**src/rtl/lsf_pkg.sv**
```systemverilog
// Function
// RQ1 - continue option ignores external fault line low
// RQ2 - all-off option: external low stops boost, sinks
// RQ3 - restart only after release, no pending fault
// RQ4 - external high never clears latched fault
// RQ5 - partial short during dimming low does nothing
// RQ6 - detect: pin above threshold, other string regulating
// RQ7 - after detection time disable string, pull line
// RQ8 - retry disabled string at each dimming high
// RQ9 - release line at second high after removal
// RQ10 - detection also needs another pin below reference
// RQ11 - all-off option latches; long low clears latch
// RQ12 - synchronise dimming and fault line inputs
`default_nettype none

package lsf_pkg;

    // ****************************************
    // sizes and timing
    // ****************************************
    localparam int NUM_STR = 4;
    localparam int CLK_PERIOD_NS = 25;
    localparam int DET_TIME_NS = 2000;
    localparam int DET_CYCLES = (DET_TIME_NS + CLK_PERIOD_NS - 1) / CLK_PERIOD_NS;
    localparam int DET_CNT_W = 7;
    localparam logic [DET_CNT_W-1:0] DET_LAST = DET_CNT_W'(DET_CYCLES - 1);
    localparam logic [DET_CNT_W-1:0] DET_CNT_RST = 7'h00;
    localparam int RST_TIME_US = 16000;
    localparam int RST_CYCLES_DEF = RST_TIME_US * 1000 / CLK_PERIOD_NS;
    localparam int RST_CNT_W = 20;
    localparam logic [RST_CNT_W-1:0] RST_CNT_RST = 20'h00000;

    // ****************************************
    // reset values
    // ****************************************
    localparam logic [1:0] DIM_SYNC_RST = 2'h0;
    localparam logic [1:0] LINE_SYNC_RST = 2'h3;
    localparam logic [2:0] OE_HIST_RST = 3'h0;

    // ****************************************
    // types
    // ****************************************
    typedef enum logic [1:0] {
        LSF_PS_RUN = 2'b00,
        LSF_PS_OFF = 2'b01,
        LSF_PS_RETRY = 2'b11,
        LSF_PS_CLEAN = 2'b10
    } lsf_pstate_t;

    typedef struct packed {
        logic [NUM_STR-1:0] above_thr;
        logic [NUM_STR-1:0] below_ref;
        logic [NUM_STR-1:0] in_reg;
        logic [NUM_STR-1:0] used;
    } lsf_pins_t;

    typedef struct packed {
        logic [NUM_STR-1:0] sink_en;
        logic boost_en;
        logic disconnect_on;
    } lsf_drv_t;

endpackage : lsf_pkg

`default_nettype wire

```
**src/rtl/lsf_psd.sv**
```systemverilog
`default_nettype none

module lsf_psd (
    input wire logic ref_clk_in,
    input wire logic nrst_in,
    input wire logic dim_hi_in,
    input wire logic dim_rise_in,
    input wire logic dim_fall_in,
    input wire logic cond_in,
    output logic enabled_out,
    output logic flagged_out,
    output logic det_done_out
);
    import lsf_pkg::*;

    lsf_pstate_t state_ff;
    lsf_pstate_t nxt_state;
    logic [DET_CNT_W-1:0] cnt_ff;
    logic counting;

    // qualify only while dimming is high and the sink runs
    assign counting = dim_hi_in && cond_in && (state_ff != LSF_PS_OFF); // see RQ5
    assign det_done_out = counting && (cnt_ff == DET_LAST); // see RQ7
    assign enabled_out = (state_ff != LSF_PS_OFF);
    assign flagged_out = (state_ff != LSF_PS_RUN);

    // detection interval counter
    always_ff @(posedge ref_clk_in or negedge nrst_in) begin
        if (!nrst_in) begin
            cnt_ff <= DET_CNT_RST;
        end else if (counting && !det_done_out) begin
            cnt_ff <= cnt_ff + 7'h01; // see RQ6
        end else begin
            cnt_ff <= DET_CNT_RST;
        end
    end

    // string fault sequence
    always_comb begin
        nxt_state = state_ff;
        unique case (state_ff)
            LSF_PS_RUN: begin
                if (det_done_out) nxt_state = LSF_PS_OFF; // see RQ7
            end
            LSF_PS_OFF: begin
                if (dim_rise_in) nxt_state = LSF_PS_RETRY; // see RQ8
            end
            LSF_PS_RETRY: begin
                if (det_done_out) nxt_state = LSF_PS_OFF; // see RQ8
                else if (dim_fall_in) nxt_state = LSF_PS_CLEAN;
            end
            LSF_PS_CLEAN: begin
                if (det_done_out) nxt_state = LSF_PS_OFF;
                else if (dim_rise_in) nxt_state = LSF_PS_RUN; // see RQ9
            end
        endcase
    end

    always_ff @(posedge ref_clk_in or negedge nrst_in) begin
        if (!nrst_in) begin
            state_ff <= LSF_PS_RUN;
        end else begin
            state_ff <= nxt_state;
        end
    end

    // helper: run of qualifying cycles
    logic [DET_CNT_W-1:0] run_len_ff;
    always_ff @(posedge ref_clk_in or negedge nrst_in) begin
        if (!nrst_in) begin
            run_len_ff <= DET_CNT_RST;
        end else if (dim_hi_in && cond_in && enabled_out && !det_done_out) begin
            run_len_ff <= run_len_ff + 7'h01;
        end else begin
            run_len_ff <= DET_CNT_RST;
        end
    end
endmodule : lsf_psd

`default_nettype wire

```
**src/rtl/lsf_supervisor.sv**
```systemverilog
`default_nettype none

module lsf_supervisor #(
    parameter int RST_CYCLES = lsf_pkg::RST_CYCLES_DEF
) (
    input wire logic ref_clk_in,
    input wire logic nrst_in,
    input wire logic enable_in,
    input wire logic dim_in,
    input wire logic all_off_mode_in,
    input wire logic int_fault_pending_in,
    input wire lsf_pkg::lsf_pins_t pins_in,
    input wire logic fault_line_in,
    output logic fault_line_out,
    output logic fault_line_oe_out,
    output lsf_pkg::lsf_drv_t drv_out,
    output logic latched_off_out
);
    import lsf_pkg::*;

    // ****************************************
    // input synchronisers
    // ****************************************
    logic [1:0] dim_sync_ff;
    logic [1:0] line_sync_ff;
    logic dim_d_ff;
    logic dim_s;
    logic line_s;
    logic dim_rise;
    logic dim_fall;

    // two-flop synchronisers for dimming and shared line
    always_ff @(posedge ref_clk_in or negedge nrst_in) begin
        if (!nrst_in) begin
            dim_sync_ff <= DIM_SYNC_RST;
            line_sync_ff <= LINE_SYNC_RST;
        end else begin
            dim_sync_ff <= {dim_sync_ff[0], dim_in}; // see RQ12
            line_sync_ff <= {line_sync_ff[0], fault_line_in}; // see RQ12
        end
    end

    // edge history on the synchronised dimming level
    always_ff @(posedge ref_clk_in or negedge nrst_in) begin
        if (!nrst_in) begin
            dim_d_ff <= 1'b0;
        end else begin
            dim_d_ff <= dim_s;
        end
    end

    assign dim_s = dim_sync_ff[1];
    assign line_s = line_sync_ff[1];
    assign dim_rise = dim_s && !dim_d_ff;
    assign dim_fall = !dim_s && dim_d_ff;

    // ****************************************
    // per-string partial short detection
    // ****************************************
    logic [NUM_STR-1:0] cond;
    logic [NUM_STR-1:0] str_en;
    logic [NUM_STR-1:0] str_flag;
    logic [NUM_STR-1:0] det_done;

    // pin high while another sink regulates and another pin is low
    function automatic logic [NUM_STR-1:0] short_cond(input lsf_pins_t p, input logic [NUM_STR-1:0] en);
        logic [NUM_STR-1:0] r;
        logic [NUM_STR-1:0] others;
        r = '0;
        for (int i = 0; i < NUM_STR; i++) begin
            others = ~(NUM_STR'(1) << i);
            r[i] = p.used[i] && p.above_thr[i]
                && |(p.in_reg & p.used & en & others) // see RQ6
                && |(p.below_ref & p.used & others); // see RQ10
        end
        return r;
    endfunction : short_cond

    assign cond = short_cond(pins_in, str_en);

    for (genvar g = 0; g < NUM_STR; g++) begin : g_str
        lsf_psd u_psd (
            .ref_clk_in(ref_clk_in),
            .nrst_in(nrst_in),
            .dim_hi_in(dim_s),
            .dim_rise_in(dim_rise),
            .dim_fall_in(dim_fall),
            .cond_in(cond[g]),
            .enabled_out(str_en[g]),
            .flagged_out(str_flag[g]),
            .det_done_out(det_done[g])
        );
    end

    // ****************************************
    // latch-off and its long-low reset timer
    // ****************************************
    logic [RST_CNT_W-1:0] low_cnt_ff;
    logic low_lvl;
    logic low_done;
    logic latch_off_ff;

    assign low_lvl = !enable_in || !dim_s;
    assign low_done = low_lvl && (low_cnt_ff == RST_CNT_W'(RST_CYCLES - 1));

    // counts a continuous low on enable or dimming
    always_ff @(posedge ref_clk_in or negedge nrst_in) begin
        if (!nrst_in) begin
            low_cnt_ff <= RST_CNT_RST;
        end else if (!low_lvl) begin
            low_cnt_ff <= RST_CNT_RST;
        end else if (!low_done) begin
            low_cnt_ff <= low_cnt_ff + 20'h00001; // see RQ11
        end
    end

    // latch on any detection in all-off option, set wins
    always_ff @(posedge ref_clk_in or negedge nrst_in) begin
        if (!nrst_in) begin
            latch_off_ff <= 1'b0;
        end else if (all_off_mode_in && |det_done) begin
            latch_off_ff <= 1'b1; // see RQ11
        end else if (low_done) begin
            latch_off_ff <= 1'b0; // see RQ4
        end
    end

    // ****************************************
    // external pull-down on the shared line
    // ****************************************
    logic [2:0] oe_hist_ff;
    logic own_drive;
    logic ext_low;
    logic ext_shut_ff;

    // own drive seen through the synchroniser for three cycles
    assign own_drive = fault_line_oe_out || |oe_hist_ff;
    assign ext_low = all_off_mode_in && !line_s && !own_drive; // see RQ1

    always_ff @(posedge ref_clk_in or negedge nrst_in) begin
        if (!nrst_in) begin
            oe_hist_ff <= OE_HIST_RST;
        end else begin
            oe_hist_ff <= {oe_hist_ff[1:0], fault_line_oe_out};
        end
    end

    // held until released and nothing internal pending, set wins
    always_ff @(posedge ref_clk_in or negedge nrst_in) begin
        if (!nrst_in) begin
            ext_shut_ff <= 1'b0;
        end else if (ext_low) begin
            ext_shut_ff <= 1'b1; // see RQ2
        end else if (!int_fault_pending_in && !latch_off_ff) begin
            ext_shut_ff <= 1'b0; // see RQ3
        end
    end

    // ****************************************
    // output drive
    // ****************************************
    logic shut;
    logic oe_ff;
    lsf_drv_t drv_ff;

    assign shut = latch_off_ff || ext_shut_ff || ext_low;

    // registered sink, boost and disconnect enables
    always_ff @(posedge ref_clk_in or negedge nrst_in) begin
        if (!nrst_in) begin
            drv_ff <= '0;
        end else begin
            drv_ff.sink_en <= (enable_in && dim_s && !shut) ? (str_en & pins_in.used) : '0; // see RQ7
            drv_ff.boost_en <= enable_in && !shut; // see RQ2
            drv_ff.disconnect_on <= !latch_off_ff; // see RQ2
        end
    end

    // line pulled low while any string is flagged or latched
    always_ff @(posedge ref_clk_in or negedge nrst_in) begin
        if (!nrst_in) begin
            oe_ff <= 1'b0;
        end else begin
            oe_ff <= |str_flag || latch_off_ff; // see RQ9
        end
    end

    assign drv_out = drv_ff;
    assign fault_line_out = 1'b0;
    assign fault_line_oe_out = oe_ff;
    assign latched_off_out = latch_off_ff;
endmodule : lsf_supervisor

`default_nettype wire

```
**config.mk**
```make
export PLATFORM = sky130hd
export DESIGN_NAME = lsf_supervisor
export DESIGN_NICKNAME = d
export VERILOG_FILES = /design/src/rtl/lsf_pkg.sv /design/src/rtl/lsf_psd.sv /design/src/rtl/lsf_supervisor.sv
export SDC_FILE = /design/constraint.sdc
export NUM_CORES = 1
export LEC_CHECK = 0
export ABC_AREA = 1
export BUFFER_PORTS_ARGS = -buffer_cell sky130_fd_sc_hd__clkbuf_2
export CAP_MARGIN = 20
export CORE_MARGIN = 2
export CORE_UTILIZATION = 54
export DETAILED_ROUTE_END_ITERATION = 10
export PLACE_DENSITY = 0.76
export RECOVER_POWER = 50
export SLEW_MARGIN = 20
export SYNTH_ARGS = -nofsm -noshare
export SYNTH_HDL_FRONTEND = slang
export SYNTH_SLANG_ARGS = --single-unit
```
**constraint.sdc**
```tcl
create_clock -name ref_clk_in -period 1.35 [get_ports ref_clk_in]
set_input_delay 0.0675 -clock ref_clk_in [delete_from_list [all_inputs] [get_ports ref_clk_in]]
set_output_delay 0.0675 -clock ref_clk_in [all_outputs]
set_load 0.02 [all_outputs]
```
[After elaboration in Yosys (flattened, before gate mapping)]
Cells that the tools add are included.
Cells by class
  $add $sub $neg: 5
  muxes and demuxes: 30
  reductions and logical operators: 80
  bitwise gates (word level): 4
  equal/unequal tests: 38
Operators by type and width (number)
  $mux W20: 2
  $logic_and A1 B1 Y1: 38
  $pmux W2 S4: 4
  $mux W2: 15
  $add A7 B1 Y7 const B: 4
  $eq A7 B7 Y1 const B: 4
  $mux W7: 4
  $reduce_or A3 Y1: 9
  $ne A3 B2 Y1 const B: 8
  $add A20 B1 Y20 const B: 1
  $eq A20 B20 Y1 const B: 1
  $and A4 B4 Y4: 4
  $eq A2 B2 Y1 const B: 8
  $ne A2 B1 Y1 const B: 8
  $reduce_and A4 Y1: 4
  $logic_not A1 Y1: 12
  $reduce_bool A2 Y1: 6
  $ne A2 B2 Y1 const B: 5
  $eq A2 B1 Y1 const B: 4
  $logic_not A2 Y1: 4
  $reduce_or A4 Y1: 2
  $logic_or A1 B1 Y1: 5
  $mux W1: 4
  $mux W4: 1
Storage, ports and cells
  output and inout bits: 9
  flip-flop bits (word level): 73

[Longest topological paths before layout]
Gate-level depths: netlist of the first run.
  depth in word-level cells: 11
  mapped depth: 9
  gate-level depth less buffers: 9

[Modules after synthesis]
A second synthesis of the first run with hierarchy kept.
Unflattened totals
  cell total of the unflattened synthesis: 504
  area, all modules: 3948.8 µm²
Modules (own cells, without submodules)
  lsf_supervisor: times used 1, sequential area each 928.4 µm², cells each 264, area an instance 2001.9 µm²
  lsf_psd: times used 4, sequential area each 225.2 µm², cells each 60, area an instance 486.7 µm²

[Worst setup path before layout of the first run]
OpenSTA, ideal clock, no wires.
  path kind: reg-to-reg
  from: reg low_cnt_ff[0]
  to: reg low_cnt_ff[0]
  setup time: 132 ps
  data arrival time: 1220 ps
  slack: -2 ps
  cell stages (with the launch flop): 9
  period minus slack after synthesis: 1352 ps
  path through: dfrtp_1 -> ha_1 -> nand3_1 -> inv_1 -> nand2_2 -> clkinv_2 -> nand2_4 -> xor2_1 -> nor2_1
On the way
  cells in the longest elaborated chain, start to end: 3
RTL lines
  start: declaration: RTL line lsf_supervisor.sv:98  | logic [RST_CNT_W-1:0] low_cnt_ff;
  start signal: assignment: RTL line lsf_supervisor.sv:113  | low_cnt_ff <= low_cnt_ff + 20'h00001;
  $add A20 B1 Y20 or $eq A20 B20 Y1 (tied branches): RTL line lsf_supervisor.sv:113, lsf_supervisor.sv:104
  $mux W20 or $logic_and A1 B1 Y1 (tied branches): RTL line lsf_supervisor.sv:112, lsf_supervisor.sv:104
  $mux W20 or $ne A2 B2 Y1 (tied branches)
Parallel ways exist; a longest one is shown, timed or not. The select of a mux whose other input is x is not followed.
A chain may end at the register's enable or synchronous reset.

[Final worst setup path of the first run]
  from: reg low_cnt_ff[3]
  to: reg low_cnt_ff[10]
The elaborated chain is that of the path after synthesis.

==> results of run 1 <==
-- synth_stat cells, types with 5 or more instances --
cell type,n,share of area (%)
sky130_fd_sc_hd__dfrtp_1,71,47
sky130_fd_sc_hd__ha_1,5,1.7
sky130_fd_sc_hd__inv_1,53,5.3
sky130_fd_sc_hd__inv_2,5,0.50
sky130_fd_sc_hd__nand2_1,91,9.0
sky130_fd_sc_hd__nand2_2,9,1.5
sky130_fd_sc_hd__nand3_1,47,6.2
sky130_fd_sc_hd__nand3_2,12,3.2
sky130_fd_sc_hd__nand4_1,5,0.83
sky130_fd_sc_hd__nor2_1,70,6.9
sky130_fd_sc_hd__nor3_1,15,2.0
sky130_fd_sc_hd__o21ai_0,11,1.5
sky130_fd_sc_hd__o21ai_1,6,0.79
sky130_fd_sc_hd__xor2_1,15,3.5
-- per-layer routing --
metal | up-vias | global-route usage (%) | part of all wire, %
met2 | 147 | 40.7 | 52
met4 | 0 | 12.2 | 3.6
met5 | - | 0 | 0
met1 | 1683 | 30.7 | 40
li1 | 1659 | - | -
met3 | 38 | 5.75 | 5.0
-- where the power goes --
part	switching (mW)	leakage [nW]	total (mW)	internal [mW]
Clock	0.901	0.110	1.96	1.06
Combinational	0.586	1.35	1.01	0.423
Sequential	0.163	0.962	2.50	2.34
-- path summary, 6_finish.rpt --
check / start / endpoint / slack, ns / cells past startpoint
max in group asynchronous: nrst_in / line_sync_ff[0] / 0.55 / 3
min in group asynchronous: nrst_in / g_str[2].u_psd.cnt_ff[0] / 0.21 / 2
worst min register to register: line_sync_ff[0] / line_sync_ff[1] / 0.37 / 0
worst min-delay path: pins_in[13] / g_str[1].u_psd.cnt_ff[1] / 0.15 / 5
worst max register to register: low_cnt_ff[3] / low_cnt_ff[10] / -0.09 / 9
worst max-delay path: low_cnt_ff[3] / low_cnt_ff[10] / -0.09 / 9
-- flip-flops by register name (all words and copies together), names as in the netlist, 2 cells and up --
signal	cells
g_str.u_psd.cnt_ff	28
low_cnt_ff	20
g_str.u_psd.state_ff	8
drv_out	6
oe_hist_ff	3
dim_sync_ff	2
line_sync_ff	2
-- stage by stage --
step | cell area, sq um | hold slack [ns] | setup slack (ns)
3_3_place_gp | 4310 | 0.0493 | -0.0417
2_1_floorplan | 3790 | -0.228 | 0.0267
5_1_grt | 5150 | 0.163 | -0.150
4_1_cts | 4750 | 0.140 | -0.0231
3_5_place_dp | 4310 | 0.0510 | -0.0945
6_report | 5150 | 0.155 | -0.0869
-- logic make-up after synthesis --
logic type	after synthesis	synth area share [%]
and+or+nand+nor	274	35.8
AOI/OAI and AO/OA	24	3.37
xor gates and xnor gates	19	4.40
buffers and inverters	62	6.28
DFF	73	48.3
adders and majority gates	5	1.65
other	1	0.0991
-- final cells by class --
type,count,area share [%]
inverters,59,4.44
clock buffers,9,2.40
clock inverters,7,1.99
repair buffers,89,12.5
multi-input cells,323,40.7
well taps,96,2.33
flip-flops and latches,73,35.6
-- critical path, cell delays in order (launching register included) --
cell                       delay (ns)
sky130_fd_sc_hd__dfrtp_1         0.43
sky130_fd_sc_hd__buf_4           0.14
sky130_fd_sc_hd__nand3_2         0.09
sky130_fd_sc_hd__inv_4           0.10
sky130_fd_sc_hd__nand2_4         0.09
sky130_fd_sc_hd__clkinv_4        0.11
sky130_fd_sc_hd__nand2_4         0.07
sky130_fd_sc_hd__o21ai_2         0.12
sky130_fd_sc_hd__nand2_1         0.07
sky130_fd_sc_hd__nor2_1          0.13
-- timing repair --
action | in CTS | in global routing
hold buffers | 10 | 0
buffers inserted | 8 | 9
setup endpoints to repair | 29 | 47
pin swaps | 7 | 23
gates resized for setup | 16 | 81
gates cloned | 0 | 0
endpoints found under the hold margin | 24 | 0
==> summary by stage, run 1 <==
Global route
For this run the aggregate overflow at the end of global routing stands at 0. The global routing usage summed across all routing layers is 24.7%. The number of global-route vias before repair was 3286. The number of antenna violations at the first check in global routing is 0.

The pin count of the biggest net entering global routing is 26. The first global-routing pass estimated roughly 15000 microns of wire.

Route
The final wirelength is between 10000 and 15000 microns. The first detailed-routing pass ran for 5 iterations. In the routed design, unresolved DRC markers number 0. After the first detailed-routing iteration, the DRC count stood at 178. The count of nets left with antenna violations once routing finished came out at 0. The routed wirelength normalized by instance count is around 15 microns.

The total via count after detailed routing is 3527. The via count normalized by instance count is 5.38.

Timing
For this run, the top clock speed supported by timing is 0.696 GHz. Setup repair after global routing could not meet its margin everywhere. The final cycle utilization of the critical path is 106%. The final hold violation count is 0. The transition time at the pin with the least slew margin is 0.501 ns. The final max-slew violation count is 0. Setup slack on the critical path of the routed design comes to -0.0869 ns. The worst pin sits at a relative slew slack of between 60% and 70%.

For the final routed database, the setup TNS stands at -0.386 ns. The number of setup violations in the final report is 16. The worst clock skew on the final layout is 0.0173 ns.

The routed design could run at a clock period as short as 1.44 ns.

Worst setup path
The nature of the critical path startpoint is a flop. The critical path endpoint category is a flop. The maximum fanout encountered on the critical timing path is 4. The worst path required time is 1.63 ns. The critical path data arrival time is 1.71 ns.

The critical path is of the reg -> reg type.

Layout
The area of the multi-input gates is 0.00210 sq mm. The area growth from synthesis to layout is 36.2%. Of the cells placed in the final design, the portion with a size suffix greater than 1 is between 30% and 40%.

The sequential cells in the finished layout cover a total of 0.00184 sq mm. The library cell used most frequently in the layout, excluding fill and tap cells, is sky130_fd_sc_hd__nand2_1. At the end of the flow, the number of nets in the layout was 583.

Excluding fillers, the count of instances in the completed layout stands at between 600 and 700. The number of filler cells placed in the layout is 434. Measured on the finished design, the core utilization comes to between 70% and 80%.

The number of antenna repair diodes is 0. In the layout the commonest cells are sky130_fd_sc_hd__nand2_1 (84), sky130_fd_sc_hd__dfrtp_1 (66), sky130_fd_sc_hd__nor2_1 (53), sky130_fd_sc_hd__inv_1 (47), sky130_fd_sc_hd__buf_4 (47).

Die
The standard cell core area is 0.00679 sq mm. The number of top-level pins is 32. The die is 87.7 microns wide.

After floorplanning, the core was divided into 30 placement rows. The effective utilization at floorplan is between 50% and 60%. The die extent in y is approximately 88 microns. The die area is 0.00769 sq mm.

Run status
The flow ran to the end, but the final reports show violations. The final reports fail on setup timing.

Logic synthesis
Counting flops with an async set or reset pin after synthesis yields a share of 100%. For this run, the register share of the synthesized area comes to 48.3%. The synthesized area is 0.00378 sq mm.

Synthesis handed over a netlist of 458 instances. Counting distinct cell types in the post-synthesis netlist gives 33. The most used flip-flop cell after synthesis is sky130_fd_sc_hd__dfrtp_1. The flip-flop and latch count after synthesis is 73. Averaged over all synthesized cells, the footprint is 8.26 sq um.

The number of enable-type register cells in the synthesized netlist is 0. The yosys synthesis warning count is 0. Counting every net in the synthesized netlist gives 486.

Hold path
The class of the tightest hold or removal check is in -> reg.

Clocking
The total clock buffers created by CTS is 9. CTS built an H-tree with a depth of 3. The clock drives 73 sinks. After clock tree synthesis, the clock-pin slew on the worst setup and hold paths is 0.09 ns. The worst-skew pair later-pin latency is 0.35 ns. The root cell of the clock tree is sky130_fd_sc_hd__clkbuf_8. The maximum count of clock buffers along a single path is 2. The TritonCTS clock tree is built.

Placed design
The number of input and output port buffers inserted is 30. After legalization and detailed placement, the total HPWL measured just over 6000 microns. Once placement completed, the tool counted placed cells totaling between 600 and 700.

The congestion estimate from routability-driven global placement came to a little under 1.

Pwr
The leakage power summed over all cells is ~2.4 nW. IR analysis of the VDD net gives a maximum drop of 754 uV. Total power for the finished layout comes to between 5 and 6 mW. The total power density per cell area is 1060 mW/mm^2.

Run
Across the run, the number of max-cap violations was 0.
Note: power is estimated with default switching activity, not from simulation.
==> inputs of run 2 (changes only) <==
--- a/config.mk
+++ b/config.mk
@@ -6,12 +6,12 @@
 export NUM_CORES = 1
 export LEC_CHECK = 0
 export ABC_AREA = 1
-export BUFFER_PORTS_ARGS = -buffer_cell sky130_fd_sc_hd__clkbuf_2
 export CAP_MARGIN = 20
 export CORE_MARGIN = 2
-export CORE_UTILIZATION = 54
+export CORE_UTILIZATION = 57
 export DETAILED_ROUTE_END_ITERATION = 10
-export PLACE_DENSITY = 0.76
+export DONT_BUFFER_PORTS = 1
+export PLACE_DENSITY = 0.75
 export RECOVER_POWER = 50
 export SLEW_MARGIN = 20
 export SYNTH_ARGS = -nofsm -noshare
==> summary by stage, run 2 (synthesis results as in run 1) <==
Run status
The flow ran to the end, but the final reports show violations. The checks that failed: hold timing, setup timing.

Route
The first-pass detailed-route iteration total came to 4 (-1). The total via count after detailed routing is 3424 (-2.9%). The routed wirelength normalized by instance count was 15.5 microns (+0.23%). The number of design rule violations left after detail routing is 0 (unchanged). The count of antenna-violating nets left after detailed routing came to 0 (unchanged).

The number of DRC markers after the initial detailed-route iteration is 253 (+42%). The final wirelength came to 9480 microns (-6.3%). The via count normalized by instance count is 5.59 (+3.9%).

Global route
The number of antenna violations at the first check in global routing is 0 (unchanged). The pin count of the biggest net entering global routing is 74 (+180%). The number of global-route vias before repair came to 3182 (-3.2%). The wire length of the first global-routing pass was 14100 microns (-3.5%). The residual overflow from global routing is 0 (unchanged). The global routing usage summed across all routing layers was 24.2% (-0.47 points).

Layout
The count of nets after finishing is 559 (-4.1%). The register ranked first by flip-flop count is g_str.u_psd.cnt_ff. The post-route cell area is 0.00496 sq mm (-3.7%). The largest registers in the layout are g_str.u_psd.cnt_ff (28), low_cnt_ff (20), g_str.u_psd.state_ff (8). The most common cell after layout, fill and taps aside is sky130_fd_sc_hd__nand2_1.

The fraction of layout instances using a drive strength above 1 is 34.7% (-2.3 points). The number of antenna repair diodes was 0 (unchanged). Relative to the synthesized area, the layout overhead comes to 31.2%. The number of filler cells placed in the layout is 389 (-10%). The flip-flop count of the largest register after layout came to 28 (unchanged).

The top cell types in the final layout, fill and taps aside, are sky130_fd_sc_hd__nand2_1 (80), sky130_fd_sc_hd__dfrtp_1 (65), sky130_fd_sc_hd__nor2_1 (58), sky130_fd_sc_hd__buf_4 (55), sky130_fd_sc_hd__inv_1 (45).

Placed design
The HPWL reported at the end of detailed placement is 5720 microns (-6.3%). The number of input and output port buffers inserted was 0 (-100%). The routability congestion estimate from global placement is 0.950 (-2.0%). The area after detailed placement is 0.00413 sq mm (-4.1%).

Timing
The smallest setup slack after layout was -0.135 ns (-0.0482 ns). The timing-limited maximum frequency is 0.673 GHz (-3.2%). The minimum period implied by the final worst setup slack was 1.49 ns (+0.0482 ns). The final max-slew violation count is 0 (unchanged). Setup repair after global routing could not meet its margin everywhere. The number of setup violations in the final report came to 12 (-4).

The final cycle utilization of the critical path came to 110% (+3.6 points). The final hold violation count is 73 (+73). The worst hold slack came to -0.600 ns (-0.755 ns). The worst clock skew on the final layout is 0.00861 ns (-0.00870 ns).

Pwr
The internal power came to 3.79 mW (-0.60%). The worst-case vdd ir drop is 1400 uV (+86%). The leakage power summed over all cells is 2.24 nW (-7.5%). The relative contribution of combinational cells to total power is 15.3% (-3.2 points). The net switching power of the design is 1.43 mW (-13%). The total power density per cell area is 1050 mW/mm^2 (-0.82%). The fraction of power spent switching nets was 27.3% (-2.8 points). The clock share of power was 36.5% (+0.7 points). The sequential power share is 48.2% (+2.5 points).

Die
The number of top-level pins is 32 (unchanged). The die area is 0.00731 sq mm (-5.0%). The effective utilization at floorplan is 59.2% (+3.6 points).

The die extent in y is 85.5 microns (-2.5%). The standard cell core area is 0.00639 sq mm (-6.0%). The number of cell rows was 29 (-3.3%). The die width is 85.5 microns (-2.5%).

Clocking
The level count of the clock H-tree is 3 (unchanged). The worst-skew pair later-pin latency is 0.35 ns (about the same). TritonCTS built the clock tree.

The tree is rooted in a sky130_fd_sc_hd__clkbuf_8. The number of clock sinks was 73 (unchanged). The total clock buffers created by CTS is 9 (unchanged). The number of hold-repair buffers added at the cts stage is 9 (-1).

The maximum count of clock buffers along a single path is 2 (unchanged). The clock input transition at the sequential cells of the worst setup and hold paths is 0.08 ns (about the same).

Worst setup path
The reg-to-reg setup timing slack is -0.14 ns (-0.05 ns). The critical path endpoint category is a flop. The worst path required time is 1.58 ns (-0.05 ns). The setup path with the least slack is of type reg -> reg. The nature of the critical path startpoint is a flop. The maximum fanout encountered on the critical timing path is 7 (+3).

The critical path data arrival time is 1.71 ns (about the same).

Run
The number of max-capacitance violations reported was 0 (unchanged).

Hold path
In this run the worst hold path is classified as in -> async.
[run 2: changes by cell type in the layout (fill, tap and decap cells not counted), moves of 4 or more]
cell,previous run,this run
sky130_fd_sc_hd__buf_4,47,55
sky130_fd_sc_hd__nor2_2,13,9
sky130_fd_sc_hd__nor2_1,53,58
sky130_fd_sc_hd__nand2_1,84,80
sky130_fd_sc_hd__clkbuf_2,29,0
sky130_fd_sc_hd__nand3_2,11,17
[run 2: timing repair]
item / 4_1_cts / 5_1_grt
pin swaps: 8 / 27
resized for setup: 18 / 78
hold endpoints to repair: 83 / 73
buffers inserted: 4 / 17
setup endpoints to repair: 22 / 50
cloned: 0 / 0
[run 2: power by group through the flow]
stage                     Sequential [mW]  Clock [mW]  Combinational [mW]
after floorplan                      2.51           0               0.369
after global routing                 2.54        2.00               0.866
after CTS                            2.47        1.91               0.654
after detailed placement             2.50           0               0.562
after global placement               2.50           0               0.547
final                                2.52        1.90               0.799
[run 2: routing by layer]
metal	vias to the layer above	global-route usage (%)	wire, microns
met5	-	0	0
met4	0	9.52	199
met3	23	4.38	377
met2	114	40.6	4870
met1	1669	31.4	4030
li1	1618	-	-
[run 2: final cells by class]
cell class,count,area (sq um),share of cell area (%)
Clock buffer,11,141,2.85
Clock inverter,5,80.1,1.61
Inverter,59,229,4.61
Multi-Input combinational cell,323,2070,41.6
Sequential cell,73,1840,37.0
Tap cell,77,96.3,1.94
Timing Repair Buffer,65,514,10.4
[run 2: metrics by stage]
stage	power [mW]	setup TNS, ns	cells	utilization, %	worst slack, ns
floorplan	2.87	0	458	-	0.0267
global route	5.40	-3.31	613	77.7	-0.200
CTS	5.03	-0.0213	596	71.1	-0.00818
global placement	3.05	-0.115	567	64.7	-0.0423
finish	5.22	-0.375	613	77.7	-0.135
detailed placement	3.07	-0.564	567	64.7	-0.0973
[run 2: worst max-delay path: stages, from the launching register on]
cell and delay, ns:
sky130_fd_sc_hd__dfrtp_1 0.42, sky130_fd_sc_hd__nand2_1 0.10, sky130_fd_sc_hd__nor3_1 0.16, sky130_fd_sc_hd__nand2_1 0.13, sky130_fd_sc_hd__nor2_4 0.19, sky130_fd_sc_hd__nand2_8 0.09
sky130_fd_sc_hd__o21ai_1 0.18, sky130_fd_sc_hd__nand2_1 0.10
[run 2: final timing paths]
| path | from | end | depth (start not counted) |
|---|---|---|---|
| hold / removal | nrst_in | drv_out[3] | 0 |
| min in group ref_clk_in | pins_in[3] | g_str[3].u_psd.cnt_ff[2] | 4 |
| setup / recovery | low_cnt_ff[15] | latched_off_out | 7 |
| setup reg to reg | low_cnt_ff[15] | latched_off_out | 7 |
| max in group asynchronous | nrst_in | line_sync_ff[0] | 0 |
| hold reg to reg | dim_sync_ff[0] | dim_sync_ff[1] | 0 |
==> inputs of run 3 (changes only) <==
--- a/config.mk
+++ b/config.mk
@@ -11,6 +11,7 @@
 export CORE_UTILIZATION = 57
 export DETAILED_ROUTE_END_ITERATION = 10
 export DONT_BUFFER_PORTS = 1
+export MAX_ROUTING_LAYER = met4
 export PLACE_DENSITY = 0.75
 export RECOVER_POWER = 50
 export SLEW_MARGIN = 20
==> summary by stage, run 3 (synthesis results as in run 1) <==
Run status
The flow ran to the end, but the final reports show violations. The checks that failed: hold timing, setup timing.

Global route
The wire length of the first global-routing pass is 14400 microns (+2.0%). The global routing met2 resource utilization is 39.9% (-0.64 points). The global routing usage summed across all routing layers was 25.5% (+1.3 points).

The pin count of the biggest net entering global routing came to 74 (unchanged). The number of global-route vias before repair was 3265 (+2.6%). The residual overflow from global routing is 0 (unchanged). The met3 usage is 4.38% (unchanged). The number of antenna violations at the first check in global routing is 0 (unchanged).

The met1 track demand over resource in global routing was 33.3% (+2.0 points). In this run the most used layer during global routing was met2.

Placed design
The post-placement worst setup slack was -0.103 ns (-0.00533 ns). The number of input and output port buffers inserted was 0 (unchanged). The HPWL reported at the end of detailed placement is 5590 microns (-2.3%). The routability congestion estimate from global placement is 0.990 (+4.2%). The post-placement cell count is 568 (+0.18%).

Layout
The register ranked first by flip-flop count is g_str.u_psd.cnt_ff. The most common cell after layout, fill and taps aside is sky130_fd_sc_hd__nand2_1. The final core utilization is 79.0% (+1.3 points). The number of antenna repair diodes is 0 (unchanged). The top cell types in the final layout, fill and taps aside, are sky130_fd_sc_hd__nand2_1 (80), sky130_fd_sc_hd__dfrtp_1 (68), sky130_fd_sc_hd__nor2_1 (55), sky130_fd_sc_hd__buf_4 (46), sky130_fd_sc_hd__inv_1 (45). The flip-flop count of the largest register after layout came to 28 (unchanged). The count of nets after finishing came to 554 (-0.89%).

The fraction of layout instances using a drive strength above 1 is 34.5% (-0.24 points). The number of filler cells placed in the layout was 375 (-3.6%). Compared with the post-synthesis result, the final layout area differs by 33.4%. The final standard cell count with taps included and fillers excluded was 608 (-0.82%). The largest registers in the layout are g_str.u_psd.cnt_ff (28), low_cnt_ff (20), g_str.u_psd.state_ff (8).

Die
The number of cell rows is 29 (unchanged). The number of top-level pins came to 32 (unchanged). The die extent in y is 85.5 microns (unchanged). The standard cell core area is 0.00639 sq mm (unchanged).

The die area is 0.00731 sq mm (unchanged). The effective utilization at floorplan is 59.2% (unchanged). The die width is 85.5 microns (unchanged).

Route
The first-pass detailed-route iteration total is 5 (+1). The routed wirelength normalized by instance count is 16.3 microns (+5.3%). The count of antenna-violating nets left after detailed routing came to 0 (unchanged). The number of design rule violations left after detail routing is 0 (unchanged). The via count normalized by instance count is 5.63 (+0.73%).

The final wirelength was 9900 microns (+4.5%). The number of DRC markers after the initial detailed-route iteration came to 320 (+26%). The total via count after detailed routing is 3421 (-0.088%).

Worst setup path
The destination of the worst register-to-register timing path is low_cnt_ff[10]. The library cell contributing the largest single delay on the critical path is sky130_fd_sc_hd__dfrtp_1. The maximum fanout encountered on the critical timing path is 5 (-2). The startpoint identified for the worst register-to-register timing path is low_cnt_ff[7]. The cell count of the worst reg-to-reg path is 8 (+1). In this design, the critical path's most frequently occurring cell is sky130_fd_sc_hd__nand2_4.

The worst path required time is 1.64 ns (+0.06 ns). The critical path goes through nand3_2 -> nor2_2 -> nand2_4 -> clkinv_4 -> nand2_4 -> o21ai_2 -> nand2_1 -> nor2_1. The number of buffers and inverters on the critical path was 1 (+1). The delay of the slowest cell on the worst path was 0.50 ns (+0.08 ns). The reg-to-reg setup timing slack is -0.13 ns (about the same). The critical path data arrival time came to 1.77 ns (+0.06 ns). The cell family contributing the most delay on the critical path is simple AND/OR/NAND/NOR gates.

The cell depth of the worst setup path is 8 (+1). The worst setup path is launched from a flop. The critical path in this run is classified as reg -> reg. The critical path endpoint category is a flop.

Pwr
The worst-case vdd ir drop came to 1010 uV (-28%). The total power density per cell area is 1080 mW/mm^2 (+3.2%). The leakage power summed over all cells is 2.32 nW (+3.6%).

Clocking
The worst-skew pair later-pin latency was 0.35 ns (about the same). The level count of the clock H-tree is 3 (unchanged). The number of clock sinks came to 73 (unchanged). TritonCTS built the clock tree. The number of hold-repair buffers added at the cts stage is 9 (unchanged).

The maximum count of clock buffers along a single path is 2 (unchanged). The clock input transition at the sequential cells of the worst setup and hold paths is 0.08 ns (about the same). CTS placed an instance of sky130_fd_sc_hd__clkbuf_8 at the clock tree root. The total clock buffers created by CTS is 9 (unchanged).

Timing
The smallest setup slack after layout came to -0.127 ns (+0.00784 ns). The number of setup violations in the final report is 17 (+5). The minimum period implied by the final worst setup slack is 1.48 ns (-0.00784 ns).

The timing-limited maximum frequency was 0.677 GHz (+0.53%). Setup repair after global routing could not meet its margin everywhere. The final cycle utilization of the critical path is 109% (-0.58 points). The worst hold slack is -0.598 ns (+0.00237 ns). The aggregate negative setup slack is -1.21 ns (-0.830 ns). The worst clock skew on the final layout is 0.00599 ns (-0.00262 ns). The final max-slew violation count came to 0 (unchanged). The final hold violation count is 73 (unchanged).

Run
The number of max-capacitance violations reported is 0 (unchanged).

Hold path
The class of the tightest hold or removal check is in -> async.
## run 3: cell count changes in the layout (fill, tap and decap cells not counted), sizes merged
cell	previous run	this run
buf	56	51
bufinv	2	3
clkbuf	11	10
clkinv	2	4
clkinvlp	2	0
## run 3: worst max-delay path by stage
stage / startpoint / slack [ns] / endpoint
final: low_cnt_ff[7] / -0.13 / low_cnt_ff[10]
after global routing: low_cnt_ff[7] / -0.21 / low_cnt_ff[17]
after CTS: low_cnt_ff[0] / -0.01 / low_cnt_ff[0]
after detailed placement: dim_sync_ff[1] / -0.10 / g_str[3].u_psd.state_ff[1]
after global placement: dim_sync_ff[1] / -0.05 / g_str[3].u_psd.state_ff[1]
after floorplan: low_cnt_ff[0] / 0.03 / low_cnt_ff[0]
## run 3: repair_timing
item | 4_1_cts | 5_1_grt
resized for setup | 16 | 98
gates cloned | 0 | 0
hold endpoints to repair | 83 | 73
endpoints found under the setup margin | 24 | 51
pin swaps | 5 | 25
buffers inserted | 4 | 11
## run 3: per-stage QoR
step / cell area, sq um / total power, mW
final: 5050 / 5.47
after global routing: 5050 / 5.68
after CTS: 4550 / 5.25
after detailed placement: 4140 / 3.08
after global placement: 4140 / 3.05
after floorplan: 3790 / 2.87
## run 3: power by group
part           total [mW]  switching, mW  internal (mW)
Sequential           2.51          0.169           2.34
Combinational       0.863          0.477          0.386
Clock                2.10          0.835           1.27
## run 3: area by class of cell
type / count / area (sq um) / share of cell area (%)
Sequential cell: 73 / 1830 / 36.3
Clock inverter: 6 / 105 / 2.08
Multi-Input combinational cell: 323 / 2150 / 42.7
Inverter: 59 / 229 / 4.54
Clock buffer: 10 / 138 / 2.73
Tap cell: 77 / 96.3 / 1.91
Timing Repair Buffer: 60 / 492 / 9.74
## run 3: metal layers
metal | share of wire (%) | vias up | wire, microns
li1 | - | 1606 | -
met1 | 41 | 1659 | 4020
met2 | 52 | 128 | 5180
met3 | 4.6 | 28 | 452
met4 | 2.5 | 0 | 250
met5 | 0 | - | 0
